## src/rtl/pll_ctrl_pkg.sv

```systemverilog
// Purpose : shared constants and carriers for the pll control register bank
// Assumes : mclk at 200 MHz
// Notes   : register offsets are five-bit serial-port addresses
`default_nettype none
package pll_ctrl_pkg;
   // ----------------------------------------------------------------
   // register map
   // ----------------------------------------------------------------
   localparam logic [4:0] REG_IDENTITY      = 5'h00;
   localparam logic [4:0] REG_POWER         = 5'h01;
   localparam logic [4:0] REG_VCO_PACKET    = 5'h05;
   localparam logic [23:0] POWER_RESET      = 24'h000002;
   localparam logic [15:0] PACKET_RESET     = 16'h0000;
   localparam logic [4:0] READ_PTR_RESET    = 5'h00;
   localparam int          READ_PTR_MSB     = 4;
   localparam int          SOFT_RESET_BIT   = 5;
   localparam int          PIN_SELECT_BIT   = 0;
   localparam int          REG_ENABLE_BIT   = 1;
   localparam int          HOLD_LSB         = 2;
   localparam int          HOLD_MSB         = 7;
   localparam int          POWER_MSB        = 9;
   // ----------------------------------------------------------------
   // internal vco serial link
   // ----------------------------------------------------------------
   localparam int          PACKET_BITS      = 16;
   localparam int          RATE_FIELD_LSB   = 13;
   localparam int          RATE_FIELD_MSB   = 14;
   localparam int          MCLK_MHZ         = 200;
   localparam int          FSM_CLK_MAX_MHZ  = 50;
   // least divide ratio, rounded up so the link never beats its limit
   localparam int          LINK_MIN_DIV     = (MCLK_MHZ + FSM_CLK_MAX_MHZ - 1) / FSM_CLK_MAX_MHZ;
   localparam logic [2:0]  TARGET_SUBSYSTEM = 3'h0;
   localparam logic [3:0]  CAL_TARGET_INDEX = 4'h0;

   typedef struct packed {
      logic [8:0] subsystemPayload;
      logic [3:0] subsystemRegisterIndex;
      logic [2:0] subsystemIdentifier;
   } vco_packet_s;

   typedef struct packed {
      logic biasGenerators;
      logic phaseDetector;
      logic chargePump;
      logic referenceBuffer;
      logic dividerBuffer;
      logic outputDriver;
   } power_domains_s;
endpackage
`default_nettype wire

```

## src/rtl/vco_link_serializer.sv

```systemverilog
// Purpose : shifts one 16-bit packet msb first onto the internal vco link
// Assumes : start is only honoured while idle
// Notes   : link clock idles low, data changes while the clock is low
`default_nettype none
module vco_link_serializer
#(
   parameter int WIDTH = pll_ctrl_pkg::PACKET_BITS
)
(
   input  wire logic             mclk,
   input  wire logic             rst_n,
   input  wire logic [1:0]       rateSel,
   input  wire logic             start,
   input  wire logic [WIDTH-1:0] packet,
   output logic                  busy,
   output logic                  linkClk,
   output logic                  linkData,
   output logic                  linkFrame
);
   typedef enum logic [0:0] {IDLE = 1'b0, SHIFT = 1'b1} link_state_e;

   // ----------------------------------------------------------------
   // divider: bit period of LINK_MIN_DIV << rateSel mclk cycles
   // ----------------------------------------------------------------
   function automatic logic [7:0] halfPeriod(input logic [1:0] sel);
      halfPeriod = 8'((pll_ctrl_pkg::LINK_MIN_DIV / 2) << sel);
   endfunction

   link_state_e      state_q, state_d;
   logic [WIDTH-1:0] shift_q, shift_d;
   logic [4:0]       bitsLeft_q, bitsLeft_d;
   logic [7:0]       div_q, div_d;
   logic [1:0]       rate_q, rate_d;
   logic             clk_q, clk_d;

   always_comb
   begin
      state_d    = state_q;
      shift_d    = shift_q;
      bitsLeft_d = bitsLeft_q;
      div_d      = div_q;
      rate_d     = rate_q;
      clk_d      = clk_q;
      case (state_q)
         IDLE:
         begin
            clk_d = 1'b0;
            if (start)
            begin
               state_d    = SHIFT;
               shift_d    = packet;
               bitsLeft_d = 5'(WIDTH);
               rate_d     = rateSel;
               div_d      = halfPeriod(rateSel) - 8'h01;
            end
         end
         SHIFT:
         begin
            // one packet bit per link clock cycle
            if (div_q == 8'h00)
            begin
               div_d = halfPeriod(rate_q) - 8'h01;
               clk_d = ~clk_q;
               if (clk_q)
               begin
                  shift_d    = {shift_q[WIDTH-2:0], 1'b0}; // msb first
                  bitsLeft_d = bitsLeft_q - 5'h01;
                  if (bitsLeft_q == 5'h01)
                  begin
                     state_d = IDLE; // whole packet out before the next
                  end
               end
            end
            else
            begin
               div_d = div_q - 8'h01;
            end
         end
         default:
         begin
            state_d = IDLE;
         end
      endcase
   end

   always_ff @(posedge mclk or negedge rst_n)
   begin
      if (!rst_n)
      begin
         state_q    <= IDLE;
         shift_q    <= '0;
         bitsLeft_q <= 5'h00;
         div_q      <= 8'h00;
         rate_q     <= 2'h0;
         clk_q      <= 1'b0;
      end
      else
      begin
         state_q    <= state_d;
         shift_q    <= shift_d;
         bitsLeft_q <= bitsLeft_d;
         div_q      <= div_d;
         rate_q     <= rate_d;
         clk_q      <= clk_d;
      end
   end

   assign busy      = (state_q == SHIFT);
   assign linkClk   = clk_q;
   assign linkData  = shift_q[WIDTH-1];
   assign linkFrame = (state_q == SHIFT);
endmodule
`default_nettype wire

```

## src/rtl/pll_control_regs_vco_forwarder.sv

```systemverilog
// Purpose : front-end control registers and forwarder to the vco subsystem
// Assumes : serial-port framing lives outside and presents parallel accesses
// Notes   : one packet can wait while another is on the link
//
// Contract
// vco subsystem is reached over an internal 16-bit packet link
// link runs from the calibration fsm clock, never above 50 MHz
// link clock rate comes from bits 14:13 of register 0Ah
// each write to the indirect register is sent msb first; a write arriving while one already waits replaces the waiting packet
// packet fields: identifier 2:0, index 6:3, payload 15:7
// subsystem answers identifier zero; packets must carry zero there
// calibration overwrites only the payload; index must be zero
// host restores index zero after manual access before recalibration
// reading the indirect register returns only the last sent packet
// before manual vco reset, host copies switch bits into packet 15:8
// manual reset packet: select, dont-care, caps, zero, zero index, zero id
// register 00h reads a fixed 24-bit identification code
// write to 00h stores bits 4:0 as next read address
// bit 5 written to 00h soft-resets both serial variants
// host writes zeros into bits 23:6 of register 00h
// power bit 0 selects chip-enable pin or register enable bit
// power bit 1 is the register enable, resetting to one
// bits 2..7 keep one circuit each powered while disabled
// host follows the documented start-up configuration order
// host retunes with integer and fractional writes only
// one bit per link clock; a transfer ends before the next starts
`default_nettype none
module pll_control_regs_vco_forwarder
#(
   // arbitrary value; the real identification code is not reproduced
   parameter logic [23:0] DEVICE_IDENTIFIER = 24'h5A5A01
)
(
   input  wire logic                        mclk,
   input  wire logic                        rst_n,
   input  wire logic                        regWrite,
   input  wire logic                        regRead,
   input  wire logic [4:0]                  regAddr,
   input  wire logic [23:0]                 regWdata,
   output logic      [23:0]                 regRdata,
   output logic      [4:0]                  readPointer,
   output logic                             softReset,
   input  wire logic [23:0]                 configWord0A,
   input  wire logic                        calPayloadWrite,
   input  wire logic [8:0]                  calPayload,
   input  wire logic                        chipEnablePin,
   output logic                             synthEnable,
   output pll_ctrl_pkg::power_domains_s     powerOn,
   output logic                             vcoLinkClk,
   output logic                             vcoLinkData,
   output logic                             vcoLinkFrame,
   output logic                             vcoLinkBusy
);
   // ----------------------------------------------------------------
   // chip-enable pin synchroniser
   // ----------------------------------------------------------------
   logic chipEnMeta_q;
   logic chipEnSync_q;

   always_ff @(posedge mclk or negedge rst_n)
   begin
      if (!rst_n)
      begin
         chipEnMeta_q <= 1'b0;
         chipEnSync_q <= 1'b0;
      end
      else
      begin
         chipEnMeta_q <= chipEnablePin;
         chipEnSync_q <= chipEnMeta_q;
      end
   end

   // ----------------------------------------------------------------
   // register state
   // ----------------------------------------------------------------
   logic [4:0]                readPtr_q, readPtr_d;
   logic                      softRst_q, softRst_d;
   logic [23:0]               power_q, power_d;
   pll_ctrl_pkg::vco_packet_s packet_q, packet_d;
   pll_ctrl_pkg::vco_packet_s lastSent_q, lastSent_d;
   logic                      pending_q, pending_d;
   logic [23:0]               rdata_q, rdata_d;
   logic                      linkBusy;
   logic                      launch;

   function automatic logic hit(input logic [4:0] addr, input logic [4:0] reg_offset);
      hit = (addr == reg_offset);
   endfunction

   // a transfer starts only when the link is idle
   assign launch = pending_q & ~linkBusy;

   always_comb
   begin
      readPtr_d  = readPtr_q;
      softRst_d  = 1'b0;
      power_d    = power_q;
      packet_d   = packet_q;
      lastSent_d = lastSent_q;
      pending_d  = pending_q;
      rdata_d    = rdata_q;

      if (launch)
      begin
         pending_d  = 1'b0;
         lastSent_d = packet_q; // readback mirrors the transfer
      end

      if (regWrite && hit(regAddr, pll_ctrl_pkg::REG_IDENTITY))
      begin
         readPtr_d = regWdata[pll_ctrl_pkg::READ_PTR_MSB:0];
         if (regWdata[pll_ctrl_pkg::SOFT_RESET_BIT])
         begin
            softRst_d = 1'b1;
            readPtr_d = pll_ctrl_pkg::READ_PTR_RESET;
         end
      end

      if (regWrite && hit(regAddr, pll_ctrl_pkg::REG_POWER))
      begin
         power_d = {14'h0000, regWdata[pll_ctrl_pkg::POWER_MSB:0]};
      end

      // a host write queues a transfer, and so does a calibration update unless a host write to 05h comes in the same cycle;
      // the set wins over the launch clear in the same cycle
      if (regWrite && hit(regAddr, pll_ctrl_pkg::REG_VCO_PACKET))
      begin
         packet_d  = pll_ctrl_pkg::vco_packet_s'(regWdata[pll_ctrl_pkg::PACKET_BITS-1:0]);
         pending_d = 1'b1;
      end
      else if (calPayloadWrite)
      begin
         // identifier and index are left as the host set them
         packet_d.subsystemPayload = calPayload;
         pending_d                 = 1'b1;
      end

      if (regRead)
      begin
         case (regAddr)
            pll_ctrl_pkg::REG_IDENTITY:   rdata_d = DEVICE_IDENTIFIER;
            pll_ctrl_pkg::REG_POWER:      rdata_d = power_q;
            pll_ctrl_pkg::REG_VCO_PACKET: rdata_d = {8'h00, lastSent_q};
            default:                      rdata_d = 24'h000000;
         endcase
      end
   end

   always_ff @(posedge mclk or negedge rst_n)
   begin
      if (!rst_n)
      begin
         readPtr_q  <= pll_ctrl_pkg::READ_PTR_RESET;
         softRst_q  <= 1'b0;
         power_q    <= pll_ctrl_pkg::POWER_RESET;
         packet_q   <= pll_ctrl_pkg::PACKET_RESET;
         lastSent_q <= pll_ctrl_pkg::PACKET_RESET;
         pending_q  <= 1'b0;
         rdata_q    <= 24'h000000;
      end
      else
      begin
         readPtr_q  <= readPtr_d;
         softRst_q  <= softRst_d;
         power_q    <= power_d;
         packet_q   <= packet_d;
         lastSent_q <= lastSent_d;
         pending_q  <= pending_d;
         rdata_q    <= rdata_d;
      end
   end

   // ----------------------------------------------------------------
   // power control
   // ----------------------------------------------------------------
   logic enableNow;
   logic [5:0] holdBits;

   // pin or register bit as the enable source
   assign enableNow = power_q[pll_ctrl_pkg::PIN_SELECT_BIT] ? chipEnSync_q
                                                            : power_q[pll_ctrl_pkg::REG_ENABLE_BIT];
   assign holdBits  = power_q[pll_ctrl_pkg::HOLD_MSB:pll_ctrl_pkg::HOLD_LSB];

   // each hold bit overrides a disabled enable for its own circuit
   assign powerOn.biasGenerators  = enableNow | holdBits[0];
   assign powerOn.phaseDetector   = enableNow | holdBits[1];
   assign powerOn.chargePump      = enableNow | holdBits[2];
   assign powerOn.referenceBuffer = enableNow | holdBits[3];
   assign powerOn.dividerBuffer   = enableNow | holdBits[4];
   assign powerOn.outputDriver    = enableNow | holdBits[5];
   assign synthEnable             = enableNow;

   // ----------------------------------------------------------------
   // internal vco link
   // ----------------------------------------------------------------
   // rate field of the calibration configuration word sets the divide
   vco_link_serializer
   #(
      .WIDTH (pll_ctrl_pkg::PACKET_BITS)
   )
   u_link
   (
      .mclk      (mclk),
      .rst_n     (rst_n),
      .rateSel   (configWord0A[pll_ctrl_pkg::RATE_FIELD_MSB:pll_ctrl_pkg::RATE_FIELD_LSB]),
      .start     (launch),
      .packet    (packet_q),
      .busy      (linkBusy),
      .linkClk   (vcoLinkClk),
      .linkData  (vcoLinkData),
      .linkFrame (vcoLinkFrame)
   );

   assign regRdata    = rdata_q;
   assign readPointer = readPtr_q;
   assign softReset   = softRst_q;
   // busy covers a queued packet too, so software sees the whole backlog
   assign vcoLinkBusy = linkBusy | pending_q;
endmodule
`default_nettype wire

```

## config.mk

```make
export PLATFORM = sky130hd
export DESIGN_NAME = pll_control_regs_vco_forwarder
export DESIGN_NICKNAME = d
export VERILOG_FILES = /design/src/rtl/pll_ctrl_pkg.sv /design/src/rtl/vco_link_serializer.sv /design/src/rtl/pll_control_regs_vco_forwarder.sv
export SDC_FILE = /design/constraint.sdc
export NUM_CORES = 1
export LEC_CHECK = 0
export BUFFER_PORTS_ARGS = -buffer_cell sky130_fd_sc_hd__buf_2
export CORE_MARGIN = 5
export CORE_UTILIZATION = 44
export CTS_CLUSTER_DIAMETER = 30
export DETAILED_ROUTE_END_ITERATION = 10
export GPL_TIMING_DRIVEN = 0
export PLACE_DENSITY_LB_ADDON = 0.1
export SLEW_MARGIN = 20
export SYNTH_ARGS = -nofsm -noshare
export SYNTH_HDL_FRONTEND = slang
export SYNTH_SLANG_ARGS = --single-unit
```

## constraint.sdc

```tcl
create_clock -name mclk -period 4.24 [get_ports mclk]
set_clock_uncertainty 0.2 [all_clocks]
set_input_delay 0.848 -clock mclk [delete_from_list [all_inputs] [get_ports mclk]]
set_output_delay 0.848 -clock mclk [all_outputs]
set_load 0.01 [all_outputs]
```

# Word level (Yosys, flattened, before mapping)
# Cells that the tools add are included.
[op_classes]
n_eq_ne = 6
n_addsub = 4
n_reduce_logical = 9
n_bitwise = 10
n_mux = 28
shift = 2
[ops]
columns = ["operator", "n"]
rows = [
  ["23-bit one-hot mux with 3 select lines", 1],
  ["16-bit two-way mux", 3],
  ["16-bit one-hot mux with 2 select lines", 1],
  ["8-bit by 1-bit subtractor with 8-bit output (second input constant)", 3],
  ["5-bit two-way mux", 4],
  ["9-bit two-way mux", 2],
  ["8-bit two-way mux", 2],
  ["8-bit one-hot mux with 2 select lines", 1],
  ["2-bit by 2-bit left shift with 8-bit output (first input constant)", 2],
  ["1-bit two-way mux", 11],
  ["5-bit by 1-bit equality test with 1-bit output (second input constant)", 2],
  ["5-bit one-hot mux with 2 select lines", 1],
  ["8-bit logical NOT", 1],
  ["1-bit bitwise OR", 7],
  ["2-bit != test (second input constant)", 3],
  ["5-bit by 3-bit equality test with 1-bit output (second input constant)", 1],
  ["5-bit logical NOT", 1],
  ["5-bit by 1-bit subtractor with 5-bit output (second input constant)", 1],
  ["1-bit one-hot mux with 2 select lines", 2],
  ["1-bit logical AND", 3],
  ["3-bit AND reduction", 1],
  ["3-bit nonzero test", 1],
  ["1-bit NOT", 2],
  ["2-bit AND reduction", 1],
  ["other kinds (2)", 2],
]
[word_totals]
ff_bits = 108
word_cells = 78
output_inout_bits = 41

# Depth between registers and ports, before layout
[logic_depth]
ltp_word = 5
mapped_depth = 9

# Modules after synthesis
# A second synthesis with hierarchy kept.
[hier_totals]
cells_unflattened = 387
hier_area_um2 = 4748.3
[modules_own_cells]
columns = ["mod", "area_each_um2", "instances", "cells_each"]
rows = [
  ["pll_control_regs_vco_forwarder", 2909.0, 1, 198],
  ["vco_link_serializer", 1839.3, 1, 189],
]

# Worst setup path before layout
# OpenSTA, ideal clock, no wires.
[synth_timing]
path_type = "reg-to-reg"
startpoint = "reg u_link.state_q (netlist: u_link.busy)"
endpoint = "reg u_link.div_q[4]"
slack_ps = 1804
arrival_ps = 2144
n_path_buf = 4
synth_period_minus_slack_ps = 2436
path_stages_with_launch = 10
path_cell_list = "dfrtp_1 > buf_2 > buf_2 > buf_2 > clkbuf_1 > a31o_2 > ha_1 > o311ai_2 > o21a_1 > o31ai_2"
[synth_via]
elab_chain_len = 3
[synth_rtl]
columns = ["item", "line", "rtl"]
rows = [
  ["start: declaration", "vco_link_serializer.sv:29", "link_state_e state_q, state_d;"],
  ["start signal: assignment", "vco_link_serializer.sv:99", "state_q <= state_d;"],
  ["1-bit NOT (no source line)", "n/a", ""],
  ["1-bit AND", "pll_control_regs_vco_forwarder.sv:92", "assign launch = pending_q & ~linkBusy;"],
  ["2-bit != test (no source line)", "n/a", ""],
  ["end signal: assignment", "vco_link_serializer.sv:102", "div_q <= div_d;"],
  ["end: declaration", "vco_link_serializer.sv:32", "logic [7:0] div_q, div_d;"],
]
# Parallel ways exist; a longest one is shown, timed or not.
# A chain may end at the register's enable or synchronous reset.

# Final worst setup path
# Same ends and word-level chain as after synthesis.

==> flow_metrics.env <==
export IMPL_io_pins=109
export IMPL_cts_root_buffer="clkbuf_8"
export IMPL_synth_ff_type="dfrtp_1"
export IMPL_drive_gt1_share_pct=22.0
export IMPL_finalCritPeriodShare_pct=67.0
export IMPL_p_sw_share_pct=34.9
export IMPL_port_buffers=72
export IMPL_yosys_top_cells_area="dfrtp_1 (54%), nand2_1 (8.6%), mux2i_1 (7.4%)"
export IMPL_async_reset_ff_share_pct=100
export IMPL_dieHeight_um=112
export IMPL_yosysMostFrequentCell="nand2_1"
export IMPL_cts_tree="yes"
export IMPL_setup_tns_final_ns=0
export IMPL_cts_setup_buffers=0
export IMPL_nNetsFinal=621
export IMPL_arrival_ns=2.92
export IMPL_syn_instance_count=463
export IMPL_relSlewSlack_pct=53.9
export IMPL_placed_cell_area_mm2=0.00518
export IMPL_die_area_mm2=0.0126
export IMPL_yosysWarnings=0
export IMPL_h_tree_depth=3
export IMPL_status="finished, final reports clean"
export IMPL_synth_area_leader_cell="dfrtp_1"
export IMPL_fillCellCount=996
export IMPL_clk_insertion_delay_late_ns=0.36
export IMPL_synth_seq_cells=101
export IMPL_netlist_top_cells_count="nand2_1 (106), dfrtp_1 (100), mux2i_1 (34)"
export IMPL_fin_crit_ns=2.84
export IMPL_cts_path_max_buffers=2
export IMPL_pwr_share_seq_pct=49.5
export IMPL_grt_pass1_wl_um=17500
export IMPL_path_max_fanout=10
export IMPL_critPathKind="register to register"
export IMPL_grt_overflow=0
export IMPL_leakage_nw=2.69
export IMPL_drtPass1Iterations=4
export IMPL_tightest_slew_ns=0.692
export IMPL_powerDensity_mw_per_mm2=528
export IMPL_clkPwrFrac_pct=21.8
export IMPL_synth_top_area_share_pct=54.3
export IMPL_postCtsHoldBufs=0
export IMPL_area_delta_synth_final_pct=16.8
export IMPL_via_per_inst=5.02
export IMPL_rows=37
export IMPL_internal_power_mw=1.85
export IMPL_min_path_type="register to register"
export IMPL_stdcell_area_mm2=0.00538
export IMPL_synth_area_mm2=0.00460
export IMPL_crit_top_cell="buf_2"
export IMPL_ir_drop_v=0.000208
export IMPL_cts_inserted_buffers=9
export IMPL_coreArea_mm2=0.0103
export IMPL_synth_edf_count=0
export IMPL_p_sw_mw=0.991
export IMPL_ys_types=50
export IMPL_drtAntennaViolNets=0
export IMPL_antenna_cells=0
export IMPL_max_cap_viol_count=0
export IMPL_rsz0062_at_grt="no"
export IMPL_pwr_share_comb_pct=28.7
export IMPL_cpPeakStageDelay_ns=0.46
export IMPL_cp_end_kind="register"
export IMPL_start_kind="register"
export IMPL_clkTransAtPathRegs_ns=0.11
export IMPL_ys_seq_area_share_pct=54.9
export IMPL_cts_num_sinks=101
export IMPL_crit_slowest_cell="clkbuf_1"
export IMPL_antenna_found_initial=0
export IMPL_die_w_um=112
export IMPL_grt_pass1_vias=3440
export IMPL_grt_use_total_pct=17.1
export IMPL_initial_utilization_pct=44.8
export IMPL_place_gp_congestion=0.874
export IMPL_dp_hpwl_um=7760
export IMPL_grt_max_degree=55
export IMPL_wl_per_cell_um=15.0
export IMPL_finalMaxSlewViolations=0
export IMPL_hold_viol_final=0
export IMPL_setup_violations=0
export IMPL_cp_required_ns=4.32
export IMPL_routed_wl_um=10400
export IMPL_post_route_util_pct=52.3
export IMPL_max_freq_mhz=352
export IMPL_avgSynthCellArea_um2=9.94
export IMPL_drt_initial_drc_count=155
export IMPL_drc_errors=0
export IMPL_crit_path_cell_trace="buf_2 > buf_2 > buf_2 > clkbuf_1 > a31o_2 > ha_1 > o311ai_2 > o21a_1 > o31ai_2"
export IMPL_design_power_total_mw=2.84
export IMPL_cts_resized=0
export IMPL_vias=3472
==> path summary, 6_finish.rpt <==
check	startpoint	endpoint	slack (ns)	cells after the start
max	u_link.busy	u_link.div_q[4]	1.40	9
min	chipEnMeta_q	chipEnSync_q	0.16	0
max reg2reg	u_link.busy	u_link.div_q[4]	1.40	9
min reg2reg	chipEnMeta_q	chipEnSync_q	0.16	0
max in group asynchronous	rst_n	u_link.shift_q[6]	3.02	2
min in group asynchronous	rst_n	u_link.div_q[3]	0.20	1
==> cell usage in the layout (no fill, tap or decap), drive strengths merged, types with 4 or more instances in the layout <==
cell type	n
mux2	15
inv	24
nor2	25
dfrtp	100
nor3	6
a21oi	17
nand3	9
buf	88
nand2b	9
xnor2	4
o22ai	14
mux2i	34
conb	4
nand2	107
clkbuf	26
o21ai	30
==> metal layers <==
layer / track usage, % / part of all wire (%) / up-vias
met5: 0 / 0 / -
met4: 5.53 / 0.98 / 0
met3: 3.23 / 5.8 / 10
met2: 24.9 / 42 / 85
met1: 25.9 / 51 / 1651
li1: - / - / 1726
==> state kept, by name, summed over array words and instances, names as in the netlist <==
name and flops:
regRdata 17, u_link.shift_q 16, u_link.bitsLeft_q 5, softReset 1
u_link.div_q 8, packet_q 16, u_link.linkClk 1, chipEnSync_q 1
pending_q 1, power_q 10, chipEnMeta_q 1, u_link.rate_q 2
lastSent_q 16, readPointer 5, u_link.busy 1
==> critical path: cells and delay by family, from the launching register on <==
kind | cells | cell delay, ns
buffers and inverters | 4 | 1.17
adder cells (fa/ha/maj) | 1 | 0.21
AO/OA/AOI/OAI | 4 | 0.83
flip-flops | 1 | 0.36
==> power groups by stage <==
stage               registers, mW  clock network, mW  logic (mW)
finish                       1.41              0.620       0.815
global route                 1.44              0.683       0.935
CTS                          1.41              0.640       0.826
detailed placement           1.42                  0       0.825
global placement             1.42                  0       0.797
floorplan                    1.37                  0       0.602
==> per-stage QoR <==
| stage | setup slack [ns] | std cells | hold slack [ns] |
|---|---|---|---|
| final | 1.40 | 691 | 0.164 |
| after global routing | 1.18 | 691 | 0.174 |
| after CTS | 1.37 | 691 | 0.168 |
| after detailed placement | 1.35 | 675 | 0.143 |
| after global placement | 1.01 | 674 | 0.144 |
| after floorplan | 1.80 | 466 | 0.131 |
==> cell families after synthesis <==
group,synth area share (%)
and+or+nand+nor,16.6
muxes,11.1
adders and majority gates,0.815
xor gates and xnor gates,0.761
DFF,54.9
buffers and inverters,5.11
AOI/OAI and AO/OA,10.7
other,0.0814
==> layout make-up <==
type | instances | area [µm²] | share of cell area [%]
plain buffers | 31 | 149 | 2.77
clock buffers | 10 | 128 | 2.37
clock inverters | 6 | 71.3 | 1.33
inverters | 23 | 86.3 | 1.61
multi-input cells | 311 | 1850 | 34.4
flip-flops and latches | 101 | 2530 | 47.0
well taps | 136 | 170 | 3.16
repair buffers | 73 | 394 | 7.33
Power figures use the tool's default switching activity.
